[config.mk]
export PLATFORM = sky130hd
export DESIGN_NAME = dcf_fifo_top
export DESIGN_NICKNAME = d
export VERILOG_FILES = /design/src/verilog/dcf_pkg.sv /design/src/verilog/dcf_fifo_top.sv
export SDC_FILE = /design/constraint.sdc
export NUM_CORES = 2
export LEC_CHECK = 0
export ABC_CLOCK_PERIOD_IN_PS = 6720
export BUFFER_PORTS_ARGS = -buffer_cell sky130_fd_sc_hd__buf_2
export CORE_AREA = 5 5 551 553
export CTS_BUF_LIST = sky130_fd_sc_hd__clkbuf_2 sky130_fd_sc_hd__clkbuf_4 sky130_fd_sc_hd__clkbuf_8
export DETAILED_ROUTE_END_ITERATION = 7
export DIE_AREA = 0 0 556 558
export PLACE_DENSITY = 0.46
export SLEW_MARGIN = 20
export SYNTH_ARGS = -nofsm -noshare
export SYNTH_HDL_FRONTEND = slang
export SYNTH_SLANG_ARGS = --single-unit
[constraint.sdc]
create_clock -name CLK -period 6.72 [get_ports CLK]
set_input_delay 0.672 -clock CLK [delete_from_list [all_inputs] [get_ports CLK]]
set_output_delay 0.672 -clock CLK [all_outputs]
set_load 0.02 [all_outputs]
[src/verilog/dcf_pkg.sv]
// dcf_pkg: constants and the pin carrier type of the dual-clock fifo with mailboxes.
// assumes one system clock samples both port clocks as plain inputs.
package dcf_pkg;
   localparam int DATA_W = 36;
   localparam int ADDR_W = 6;
   localparam int PTR_W = 7;
   localparam logic [6:0] DEPTH_CNT = 7'h40;
   localparam logic [6:0] OFS_HH = 7'h10;
   localparam logic [6:0] OFS_HL = 7'h0C;
   localparam logic [6:0] OFS_LH = 7'h08;
   localparam logic [6:0] OFS_LL = 7'h04;
   localparam logic [1:0] WAKE_EDGES = 2'h2;
   localparam logic FULL_N_RST = 1'b0;
   localparam logic EMPTY_N_RST = 1'b0;
   localparam logic AE_N_RST = 1'b0;
   localparam logic AF_N_RST = 1'b1;
   localparam logic MAIL_N_RST = 1'b1;
   localparam logic OE_N_RST = 1'b1;

   typedef struct packed {
      logic clk;
      logic sel_n;
      logic wnr;
      logic en;
      logic mb;
      logic [DATA_W-1:0] data;
   } dcf_pin_t;
endpackage : dcf_pkg

[src/verilog/dcf_fifo_top.sv]
// dcf_fifo_top: 64 x 36 fifo from port A to port B, two mailboxes,
// offset-programmed almost flags and bus enables for both ports.
// assumes CLK runs at least four times faster than either port clock;
// all pins, port clocks included, are sampled on CLK.
`timescale 1ns/1ns

// Summary of operation
// - device reset may change at any time; it is synchronised first.
// - reset clears pointers; full, empty, almost-empty low; almost-full, mail high.
// - full flag rises on second write-port clock edge after reset release.
// - reset release loads offset 16, 12, 8 or 4 from select pins.
// - bus drives only while select and write-not-read are both low.
// - port A edge with write, enable, no mailbox, not full stores a word.
// - port B edge with read, enable, no mailbox, not empty fetches a word.
// - port A mailbox write loads A-to-B; read sets B-to-A flag high.
// - port B mailbox write loads B-to-A; read sets A-to-B flag high.
// - each fifo flag's far pointer passes two stages on the flag's own port clock.
// - empty flag low means fifo reads are ignored.
// - read pointer steps by one per word fetched.
// - new word readable no sooner than three read-clock cycles after write.
// - empty flag rises on second read-clock edge after the write.
// - a read-clock edge too close to the write is not counted.
// - full flag low means fifo writes are ignored.
// - write pointer steps by one per word written.
// - freed location writable no sooner than three write-clock cycles later.
// - full flag rises on second write-clock edge after such a read.
// - almost-empty low at offset words or fewer, high above.
// - almost-full low at sixty-four minus offset words or more.
// - mailbox write drops its flag; further writes ignored while flag low.
module dcf_fifo_top (
   input wire logic CLK, // system clock, 20 MHz
   input wire logic RESET, // synchronous reset, active high
   input wire logic DEVICE_RESET_N, // device reset pin, active low
   input wire logic OFFSET_SELECT_LO, // offset select, low bit
   input wire logic OFFSET_SELECT_HI, // offset select, high bit
   input wire logic WRITE_PORT_CLOCK, // port A clock pin
   input wire logic PORT_A_SELECT_N, // port A chip select
   input wire logic PORT_A_WRITE_NOT_READ, // port A direction
   input wire logic PORT_A_ENABLE, // port A transfer enable
   input wire logic PORT_A_MAILBOX_SELECT, // port A mailbox select
   input wire logic [35:0] PORT_A_BUS_IN, // port A bus level
   output logic [35:0] PORT_A_BUS_OUT, // port A bus drive value
   output logic PORT_A_BUS_OE_N, // port A drive, low drives
   input wire logic READ_PORT_CLOCK, // port B clock pin
   input wire logic PORT_B_SELECT_N, // port B chip select
   input wire logic PORT_B_WRITE_NOT_READ, // port B direction
   input wire logic PORT_B_ENABLE, // port B transfer enable
   input wire logic PORT_B_MAILBOX_SELECT, // port B mailbox select
   input wire logic [35:0] PORT_B_BUS_IN, // port B bus level
   output logic [35:0] PORT_B_BUS_OUT, // port B bus drive value
   output logic PORT_B_BUS_OE_N, // port B drive, low drives
   output logic FULL_FLAG_N, // low when full
   output logic ALMOST_FULL_N, // low when almost full
   output logic EMPTY_FLAG_N, // low when empty
   output logic ALMOST_EMPTY_N, // low when almost empty
   output logic A_TO_B_MAIL_FLAG_N, // low when A-to-B mail waits
   output logic B_TO_A_MAIL_FLAG_N // low when B-to-A mail waits
);
   dcf_pkg::dcf_pin_t pin_in [2];
   dcf_pkg::dcf_pin_t s1_ff [2];
   dcf_pkg::dcf_pin_t s2_ff [2];
   dcf_pkg::dcf_pin_t s3_ff [2];
   logic [2:0] m_s1_ff, m_s2_ff;
   logic rstn_prev_ff;
   logic dev_rst, rst_rise;
   logic a_edge, b_edge, a_go, b_go;
   logic fifo_wr, fifo_rd, mail_a_wr, mail_a_rd, mail_b_wr, mail_b_rd;
   logic [35:0] mem [64];
   logic [6:0] wr_ptr_ff, wr_gray_ff, rd_ptr_ff, rd_gray_ff;
   logic [6:0] rg_a1_ff, rg_a2_ff, wg_b1_ff, wg_b2_ff;
   logic [6:0] a_count, b_count, offset_ff;
   logic [1:0] wake_ff;
   logic [35:0] out_reg_ff, a2b_mail_ff, b2a_mail_ff;
   logic [35:0] a_out_ff, b_out_ff;
   logic a_oe_n_ff, b_oe_n_ff;
   logic full_n_ff, af_n_ff, empty_n_ff, ae_n_ff, a2b_n_ff, b2a_n_ff;

   function automatic logic [6:0] to_gray(input logic [6:0] b);
      return b ^ (b >> 1);
   endfunction : to_gray

   function automatic logic [6:0] from_gray(input logic [6:0] g);
      logic [6:0] b;
      b[6] = g[6];
      for (int i = 5; i >= 0; i--) begin
         b[i] = b[i+1] ^ g[i];
      end
      return b;
   endfunction : from_gray

   assign pin_in[0] = '{WRITE_PORT_CLOCK, PORT_A_SELECT_N,
      PORT_A_WRITE_NOT_READ, PORT_A_ENABLE, PORT_A_MAILBOX_SELECT,
      PORT_A_BUS_IN};
   assign pin_in[1] = '{READ_PORT_CLOCK, PORT_B_SELECT_N,
      PORT_B_WRITE_NOT_READ, PORT_B_ENABLE, PORT_B_MAILBOX_SELECT,
      PORT_B_BUS_IN};

   // two stages, then a third so the clock edge finds pre-edge controls
   for (genvar gi = 0; gi < 2; gi++) begin : g_sync
      always_ff @(posedge CLK) begin
         if (RESET) begin
            s1_ff[gi] <= '0;
            s2_ff[gi] <= '0;
            s3_ff[gi] <= '0;
         end else begin
            s1_ff[gi] <= pin_in[gi];
            s2_ff[gi] <= s1_ff[gi];
            s3_ff[gi] <= s2_ff[gi];
         end
      end
   end

   always_ff @(posedge CLK) begin
      if (RESET) begin
         m_s1_ff <= 3'h0;
         m_s2_ff <= 3'h0;
         rstn_prev_ff <= 1'b0;
      end else begin
         m_s1_ff <= {DEVICE_RESET_N, OFFSET_SELECT_HI, OFFSET_SELECT_LO};
         m_s2_ff <= m_s1_ff;
         rstn_prev_ff <= m_s2_ff[2];
      end
   end

   assign dev_rst = RESET | ~m_s2_ff[2];
   assign rst_rise = m_s2_ff[2] & ~rstn_prev_ff;
   assign a_edge = s2_ff[0].clk & ~s3_ff[0].clk;
   assign b_edge = s2_ff[1].clk & ~s3_ff[1].clk;
   assign a_go = a_edge & ~s3_ff[0].sel_n & s3_ff[0].en & ~dev_rst;
   assign b_go = b_edge & ~s3_ff[1].sel_n & s3_ff[1].en & ~dev_rst;
   assign fifo_wr = a_go & s3_ff[0].wnr & ~s3_ff[0].mb & full_n_ff;
   assign fifo_rd = b_go & ~s3_ff[1].wnr & ~s3_ff[1].mb & empty_n_ff;
   assign mail_a_wr = a_go & s3_ff[0].wnr & s3_ff[0].mb;
   assign mail_a_rd = a_go & ~s3_ff[0].wnr & s3_ff[0].mb;
   assign mail_b_wr = b_go & s3_ff[1].wnr & s3_ff[1].mb;
   assign mail_b_rd = b_go & ~s3_ff[1].wnr & s3_ff[1].mb;

   always_ff @(posedge CLK) begin
      if (RESET) begin
         offset_ff <= dcf_pkg::OFS_LL;
      end else if (rst_rise) begin
         unique case (m_s2_ff[1:0])
            2'h3: offset_ff <= dcf_pkg::OFS_HH;
            2'h2: offset_ff <= dcf_pkg::OFS_HL;
            2'h1: offset_ff <= dcf_pkg::OFS_LH;
            2'h0: offset_ff <= dcf_pkg::OFS_LL;
         endcase
      end
   end

   always_ff @(posedge CLK) begin
      if (fifo_wr) begin
         mem[wr_ptr_ff[5:0]] <= s3_ff[0].data;
      end
   end

   always_ff @(posedge CLK) begin
      if (dev_rst) begin
         wr_ptr_ff <= 7'h00;
         wr_gray_ff <= 7'h00;
      end else if (fifo_wr) begin
         wr_ptr_ff <= wr_ptr_ff + 7'h01;
         wr_gray_ff <= to_gray(wr_ptr_ff + 7'h01);
      end
   end

   always_ff @(posedge CLK) begin
      if (dev_rst) begin
         rd_ptr_ff <= 7'h00;
         rd_gray_ff <= 7'h00;
         out_reg_ff <= 36'h000000000;
      end else if (fifo_rd) begin
         out_reg_ff <= mem[rd_ptr_ff[5:0]];
         rd_ptr_ff <= rd_ptr_ff + 7'h01;
         rd_gray_ff <= to_gray(rd_ptr_ff + 7'h01);
      end
   end

   // pointer crossings step only on the far port's clock edges, so a
   // change just before an edge waits one more port cycle
   always_ff @(posedge CLK) begin
      if (dev_rst) begin
         rg_a1_ff <= 7'h00;
         rg_a2_ff <= 7'h00;
      end else if (a_edge) begin
         rg_a1_ff <= rd_gray_ff;
         rg_a2_ff <= rg_a1_ff;
      end
   end

   always_ff @(posedge CLK) begin
      if (dev_rst) begin
         wg_b1_ff <= 7'h00;
         wg_b2_ff <= 7'h00;
      end else if (b_edge) begin
         wg_b1_ff <= wr_gray_ff;
         wg_b2_ff <= wg_b1_ff;
      end
   end

   assign a_count = wr_ptr_ff - from_gray(rg_a2_ff);
   assign b_count = from_gray(wg_b2_ff) - rd_ptr_ff;

   always_ff @(posedge CLK) begin
      if (dev_rst) begin
         wake_ff <= 2'h0;
         full_n_ff <= dcf_pkg::FULL_N_RST;
         af_n_ff <= dcf_pkg::AF_N_RST;
      end else begin
         // an edge sampled together with the release belongs to reset
         if (a_edge && rstn_prev_ff && wake_ff != dcf_pkg::WAKE_EDGES) begin
            wake_ff <= wake_ff + 2'h1;
         end
         full_n_ff <= (wake_ff == dcf_pkg::WAKE_EDGES) &&
            (a_count != dcf_pkg::DEPTH_CNT);
         af_n_ff <= a_count < (dcf_pkg::DEPTH_CNT - offset_ff);
      end
   end

   always_ff @(posedge CLK) begin
      if (dev_rst) begin
         empty_n_ff <= dcf_pkg::EMPTY_N_RST;
         ae_n_ff <= dcf_pkg::AE_N_RST;
      end else begin
         empty_n_ff <= b_count != 7'h00;
         ae_n_ff <= b_count > offset_ff;
      end
   end

   // a write in the same cycle as the far read wins while the box is free; with mail waiting the read wins and the write is dropped
   always_ff @(posedge CLK) begin
      if (dev_rst) begin
         a2b_n_ff <= dcf_pkg::MAIL_N_RST;
         b2a_n_ff <= dcf_pkg::MAIL_N_RST;
      end else begin
         if (mail_a_wr && a2b_n_ff) begin
            a2b_n_ff <= 1'b0;
         end else if (mail_b_rd) begin
            a2b_n_ff <= 1'b1;
         end
         if (mail_b_wr && b2a_n_ff) begin
            b2a_n_ff <= 1'b0;
         end else if (mail_a_rd) begin
            b2a_n_ff <= 1'b1;
         end
      end
   end

   // mail data survives device reset; only the system reset clears it
   always_ff @(posedge CLK) begin
      if (RESET) begin
         a2b_mail_ff <= 36'h000000000;
         b2a_mail_ff <= 36'h000000000;
      end else begin
         if (mail_a_wr && a2b_n_ff) begin
            a2b_mail_ff <= s3_ff[0].data;
         end
         if (mail_b_wr && b2a_n_ff) begin
            b2a_mail_ff <= s3_ff[1].data;
         end
      end
   end

   // enables follow the pins with no clock edge needed, only sampling
   always_ff @(posedge CLK) begin
      if (dev_rst) begin
         a_oe_n_ff <= dcf_pkg::OE_N_RST;
         b_oe_n_ff <= dcf_pkg::OE_N_RST;
         a_out_ff <= 36'h000000000;
         b_out_ff <= 36'h000000000;
      end else begin
         a_oe_n_ff <= s2_ff[0].sel_n | s2_ff[0].wnr;
         b_oe_n_ff <= s2_ff[1].sel_n | s2_ff[1].wnr;
         a_out_ff <= b2a_mail_ff;
         b_out_ff <= s2_ff[1].mb ? a2b_mail_ff : out_reg_ff;
      end
   end

   assign PORT_A_BUS_OUT = a_out_ff;
   assign PORT_A_BUS_OE_N = a_oe_n_ff;
   assign PORT_B_BUS_OUT = b_out_ff;
   assign PORT_B_BUS_OE_N = b_oe_n_ff;
   assign FULL_FLAG_N = full_n_ff;
   assign ALMOST_FULL_N = af_n_ff;
   assign EMPTY_FLAG_N = empty_n_ff;
   assign ALMOST_EMPTY_N = ae_n_ff;
   assign A_TO_B_MAIL_FLAG_N = a2b_n_ff;
   assign B_TO_A_MAIL_FLAG_N = b2a_n_ff;
endmodule : dcf_fifo_top

==> metrics.md <==
| Metric | Value |
|---|---|
| Final #Nets | 6,060 |
| Post-DP HPWL | 174 mm |
| Avg Vias per Cell | ~5.1 |
| Clock Skew | ~110 ps |
| Routed Antenna Nets | 0 |
| CP endpoint kind | register |
| Final wirelength | approximately 290 mm |
| H-tree depth | 5 |
| Syn Nets | 5,454 |
| Placed instance area | 110,000 um^2 |
| Mapped Avg Cell Area | 19.4 um^2 |
| Hold Fails Final Rpt | 0 |
| Status | finished clean |
| CTS tree | built |
| DR iter-0 viols | around 4,600 |
| Hold Crit Class | primary input to register |
| Worst-Skew Late Latency | around 1100 ps |
| Chip height | 558 um |
| Instance count of the mapped netlist | approximately 5,300 |
| GRT overflow | 0 |
| TritonCTS buffer count | roughly 470 |
| Area Overhead vs Synth | 16.8% |
| # rows | ~200 |
| Slew headroom | 17.4% |
| Core Region | 298,000 um^2 |
| Fillers | around 27,000 |
| Largest net degree at the start of global routing | 104 |
| Main flop type after synthesis | edfxtp_1 |
| Async SR Flop Fraction | 0% |
| Register area share after synthesis | about three quarters |
| RSZ-0062 raised after global routing | no |
| Post-CTS setup buffers | 0 |
| CP arrival | between 5000 and 6000 ps |
| Worst setup SP type | register |
| VDD IR max | ~160 uV |
| Cell leakage power | between 0.03 and 0.04 uW |
| WP data required | 7490 ps |
| Netlist cell types | between 50 and 60 |
| WS Path Type | register to register |
| F_max | approximately 230 MHz |
| Starting Density | between 30% and 40% |
| Routed via count | 52,379 |
| Yosys reg bits | around 2,800 |
| Setup TNS | 0 ps |
| Routability Congestion | 0.782 |
| Antenna violations before repair | 28 |
| Max-cap check violation count | 0 |
| Root buf cell | clkbuf_8 |
| Worst slack, placed | roughly 1900 ps |
| Synth Warn # | 0 |
| IO Port Bufs | approximately 170 |
| Die Wd | 556 um |
| Mapped Area | 104,000 um^2 |
| Total Routing Usage GR | 18.6% |
| Crit-path max FO | 25 |
| First-pass detailed-route iteration total | 5 |
| WL per Instance | roughly 29 um |
| Final period util | about two thirds |
| Setup violators final | 0 |
| Post-route cell area | approximately 120,000 um^2 |
| Residual DRC | 0 |
| Die area | about 310,000 um^2 |
| # IOs | approximately 170 |
| Clock slew at reported path FFs | roughly 60 ps |
| Tmin final | ~4400 ps |
| Worst setup margin | about 2400 ps |
| Worst-Margin Slew | 1230 ps |
| Non-Filler Instances | approximately 10,000 |
| Vias in the first global route | about 54,000 |
| Placed cell count | ~9,300 |
| Layout cells sized above 1 | approximately 29% |
| Sink Count | approximately 2,800 |
| First-pass GRT wire length | 413 mm |
| Longest Clk Path Bufs | 4 |
| PwrDens | 284 nW/um^2 |
| Slew Viols, Final | 0 |
| Post-synth EDFFs | approximately 2,300 |
==> critical path, cell delays in order, from the launching register on <==
cell and delay, ps:
dfxtp_1 310, nand2b_1 410, nor4_2 500, and2_1 580, nand4b_1 580, buf_4 410, nor2_4 860, buf_4 370
==> cell families (layout without fill, tap and decap cells) <==
logic type / Yosys count / count (layout) / synth area share [%]
other: 0 / 11 / 0
buffers and inverters: 356 / 1363 / 1.53
DFF: 2804 / 2804 / 76.4
and+or+nand+nor: 794 / 794 / 3.82
adders and majority gates: 27 / 27 / 0.326
AOI/OAI and AO/OA: 501 / 501 / 3.37
xor gates and xnor gates: 48 / 48 / 0.413
muxes: 810 / 810 / 14.2
==> Yosys cell counts (14+ instances only) <==
| library cell | instances | share of area, % |
|---|---|---|
| a211oi_1 | 60 | 0.43 |
| a21oi_1 | 129 | 0.62 |
| a221o_1 | 22 | 0.21 |
| a221oi_1 | 43 | 0.36 |
| a22o_1 | 22 | 0.19 |
| a22oi_1 | 90 | 0.65 |
| and2_1 | 39 | 0.24 |
| and3_1 | 14 | 0.084 |
| buf_1 | 34 | 0.12 |
| buf_2 | 70 | 0.34 |
| buf_4 | 22 | 0.16 |
| clkbuf_1 | 164 | 0.59 |
| dfxtp_1 | 500 | 9.7 |
| edfxtp_1 | 2304 | 67 |
| ha_1 | 27 | 0.33 |
| inv_1 | 51 | 0.18 |
| mux2_2 | 84 | 0.91 |
| mux2i_1 | 210 | 2.0 |
| mux4_2 | 516 | 11 |
| nand2_1 | 257 | 0.93 |
| nand3_1 | 17 | 0.082 |
| nor2_1 | 141 | 0.51 |
| nor2b_1 | 272 | 1.6 |
| nor3_1 | 15 | 0.072 |
| o21ai_0 | 35 | 0.17 |
| o221ai_1 | 35 | 0.30 |
| o22ai_1 | 34 | 0.21 |
| xnor2_1 | 32 | 0.27 |
| xor2_1 | 15 | 0.13 |
==> timing repair <==
item / 4_1_cts / 5_1_grt
gates resized for setup: 0 / 0
hold endpoints to repair: 144 / 0
hold buffers: 97 / 0
==> registers in the layout, indices dropped and copies added, names as in the netlist, 36 cells and up <==
| signal | cells |
|---|---|
| s3_ff | 82 |
| a2b_mail_ff | 36 |
| s2_ff | 82 |
| PORT_A_BUS_OUT | 36 |
| mem | 2304 |
| s1_ff | 82 |
| PORT_B_BUS_OUT | 36 |
| b2a_mail_ff | 36 |
| out_reg_ff | 36 |
==> cell type report <==
class / instances / area (um^2) / share of cell area (%)
multi-input combinational: 2180 / 23500 / 19.4
antenna: 11 / 27.5 / 0.0227
tap: 3958 / 4950 / 4.09
timing repair buffer: 436 / 3420 / 2.83
inverter: 56 / 215 / 0.178
sequential: 2804 / 79300 / 65.5
clock buffer: 680 / 8300 / 6.86
clock inverter: 191 / 1330 / 1.10
==> per-layer routing <==
layer	up-vias	wire length [um]	global-route usage, %
met3	423	17100	3.59
met5	-	0	0
met4	0	7950	5.30
met2	1508	145000	31.1
met1	27837	125000	24.8
li1	22611	-	-
==> where the power goes <==
group | internal (uW) | leakage, uW | switching, uW
clock network | 8340 | 0.00512 | 7010
logic | 102 | 0.00736 | 182
registers | 18700 | 0.0205 | 79.9
==> final timing paths <==
kind                                 from                      end  slack, ps  depth (start not counted)
setup / recovery  s3_ff[0][40]$_SDFF_PP0_    mem[21][16]$_DFFE_PP_       2360                          7
setup reg to reg  s3_ff[0][40]$_SDFF_PP0_    mem[21][16]$_DFFE_PP_       2360                          7
hold / removal          PORT_A_BUS_IN[21]  s1_ff[0][21]$_SDFF_PP0_        300                          3
hold reg to reg   s2_ff[0][34]$_SDFF_PP0_  s3_ff[0][34]$_SDFF_PP0_        400                          1
==> through the flow <==
stage / power, uW / utilization (%) / hold slack [ps]
global route: 35700 / 40.6 / 239
CTS: 34900 / 40.6 / 140
finish: 34400 / 40.6 / 302
detailed placement: 19400 / 37.0 / 420
floorplan: 19200 / - / 406
global placement: 19400 / 37.0 / 416
==> cells in the final DEF (no fill, tap or decap), types with 22 or more instances in the layout <==
cell type,instances
a221oi_1,43
a22oi_1,90
xnor2_1,32
ha_1,27
clkinv_1,105
mux4_2,516
a221o_1,22
and2_1,38
edfxtp_1,2304
a211oi_1,48
nor2_1,73
clkbuf_8,511
clkinv_2,50
dfxtp_1,460
o221ai_1,35
o21ai_0,35
mux2i_1,210
inv_1,51
buf_2,165
nor2b_1,271
a22o_1,22
nor2_4,68
buf_4,150
a21oi_1,129
dlygate4sd3_1,97
clkbuf_4,169
o22ai_1,34
dfxtp_4,23
nand2_1,256
mux2_2,84
No activity file was read; power rests on OpenSTA's default activity.
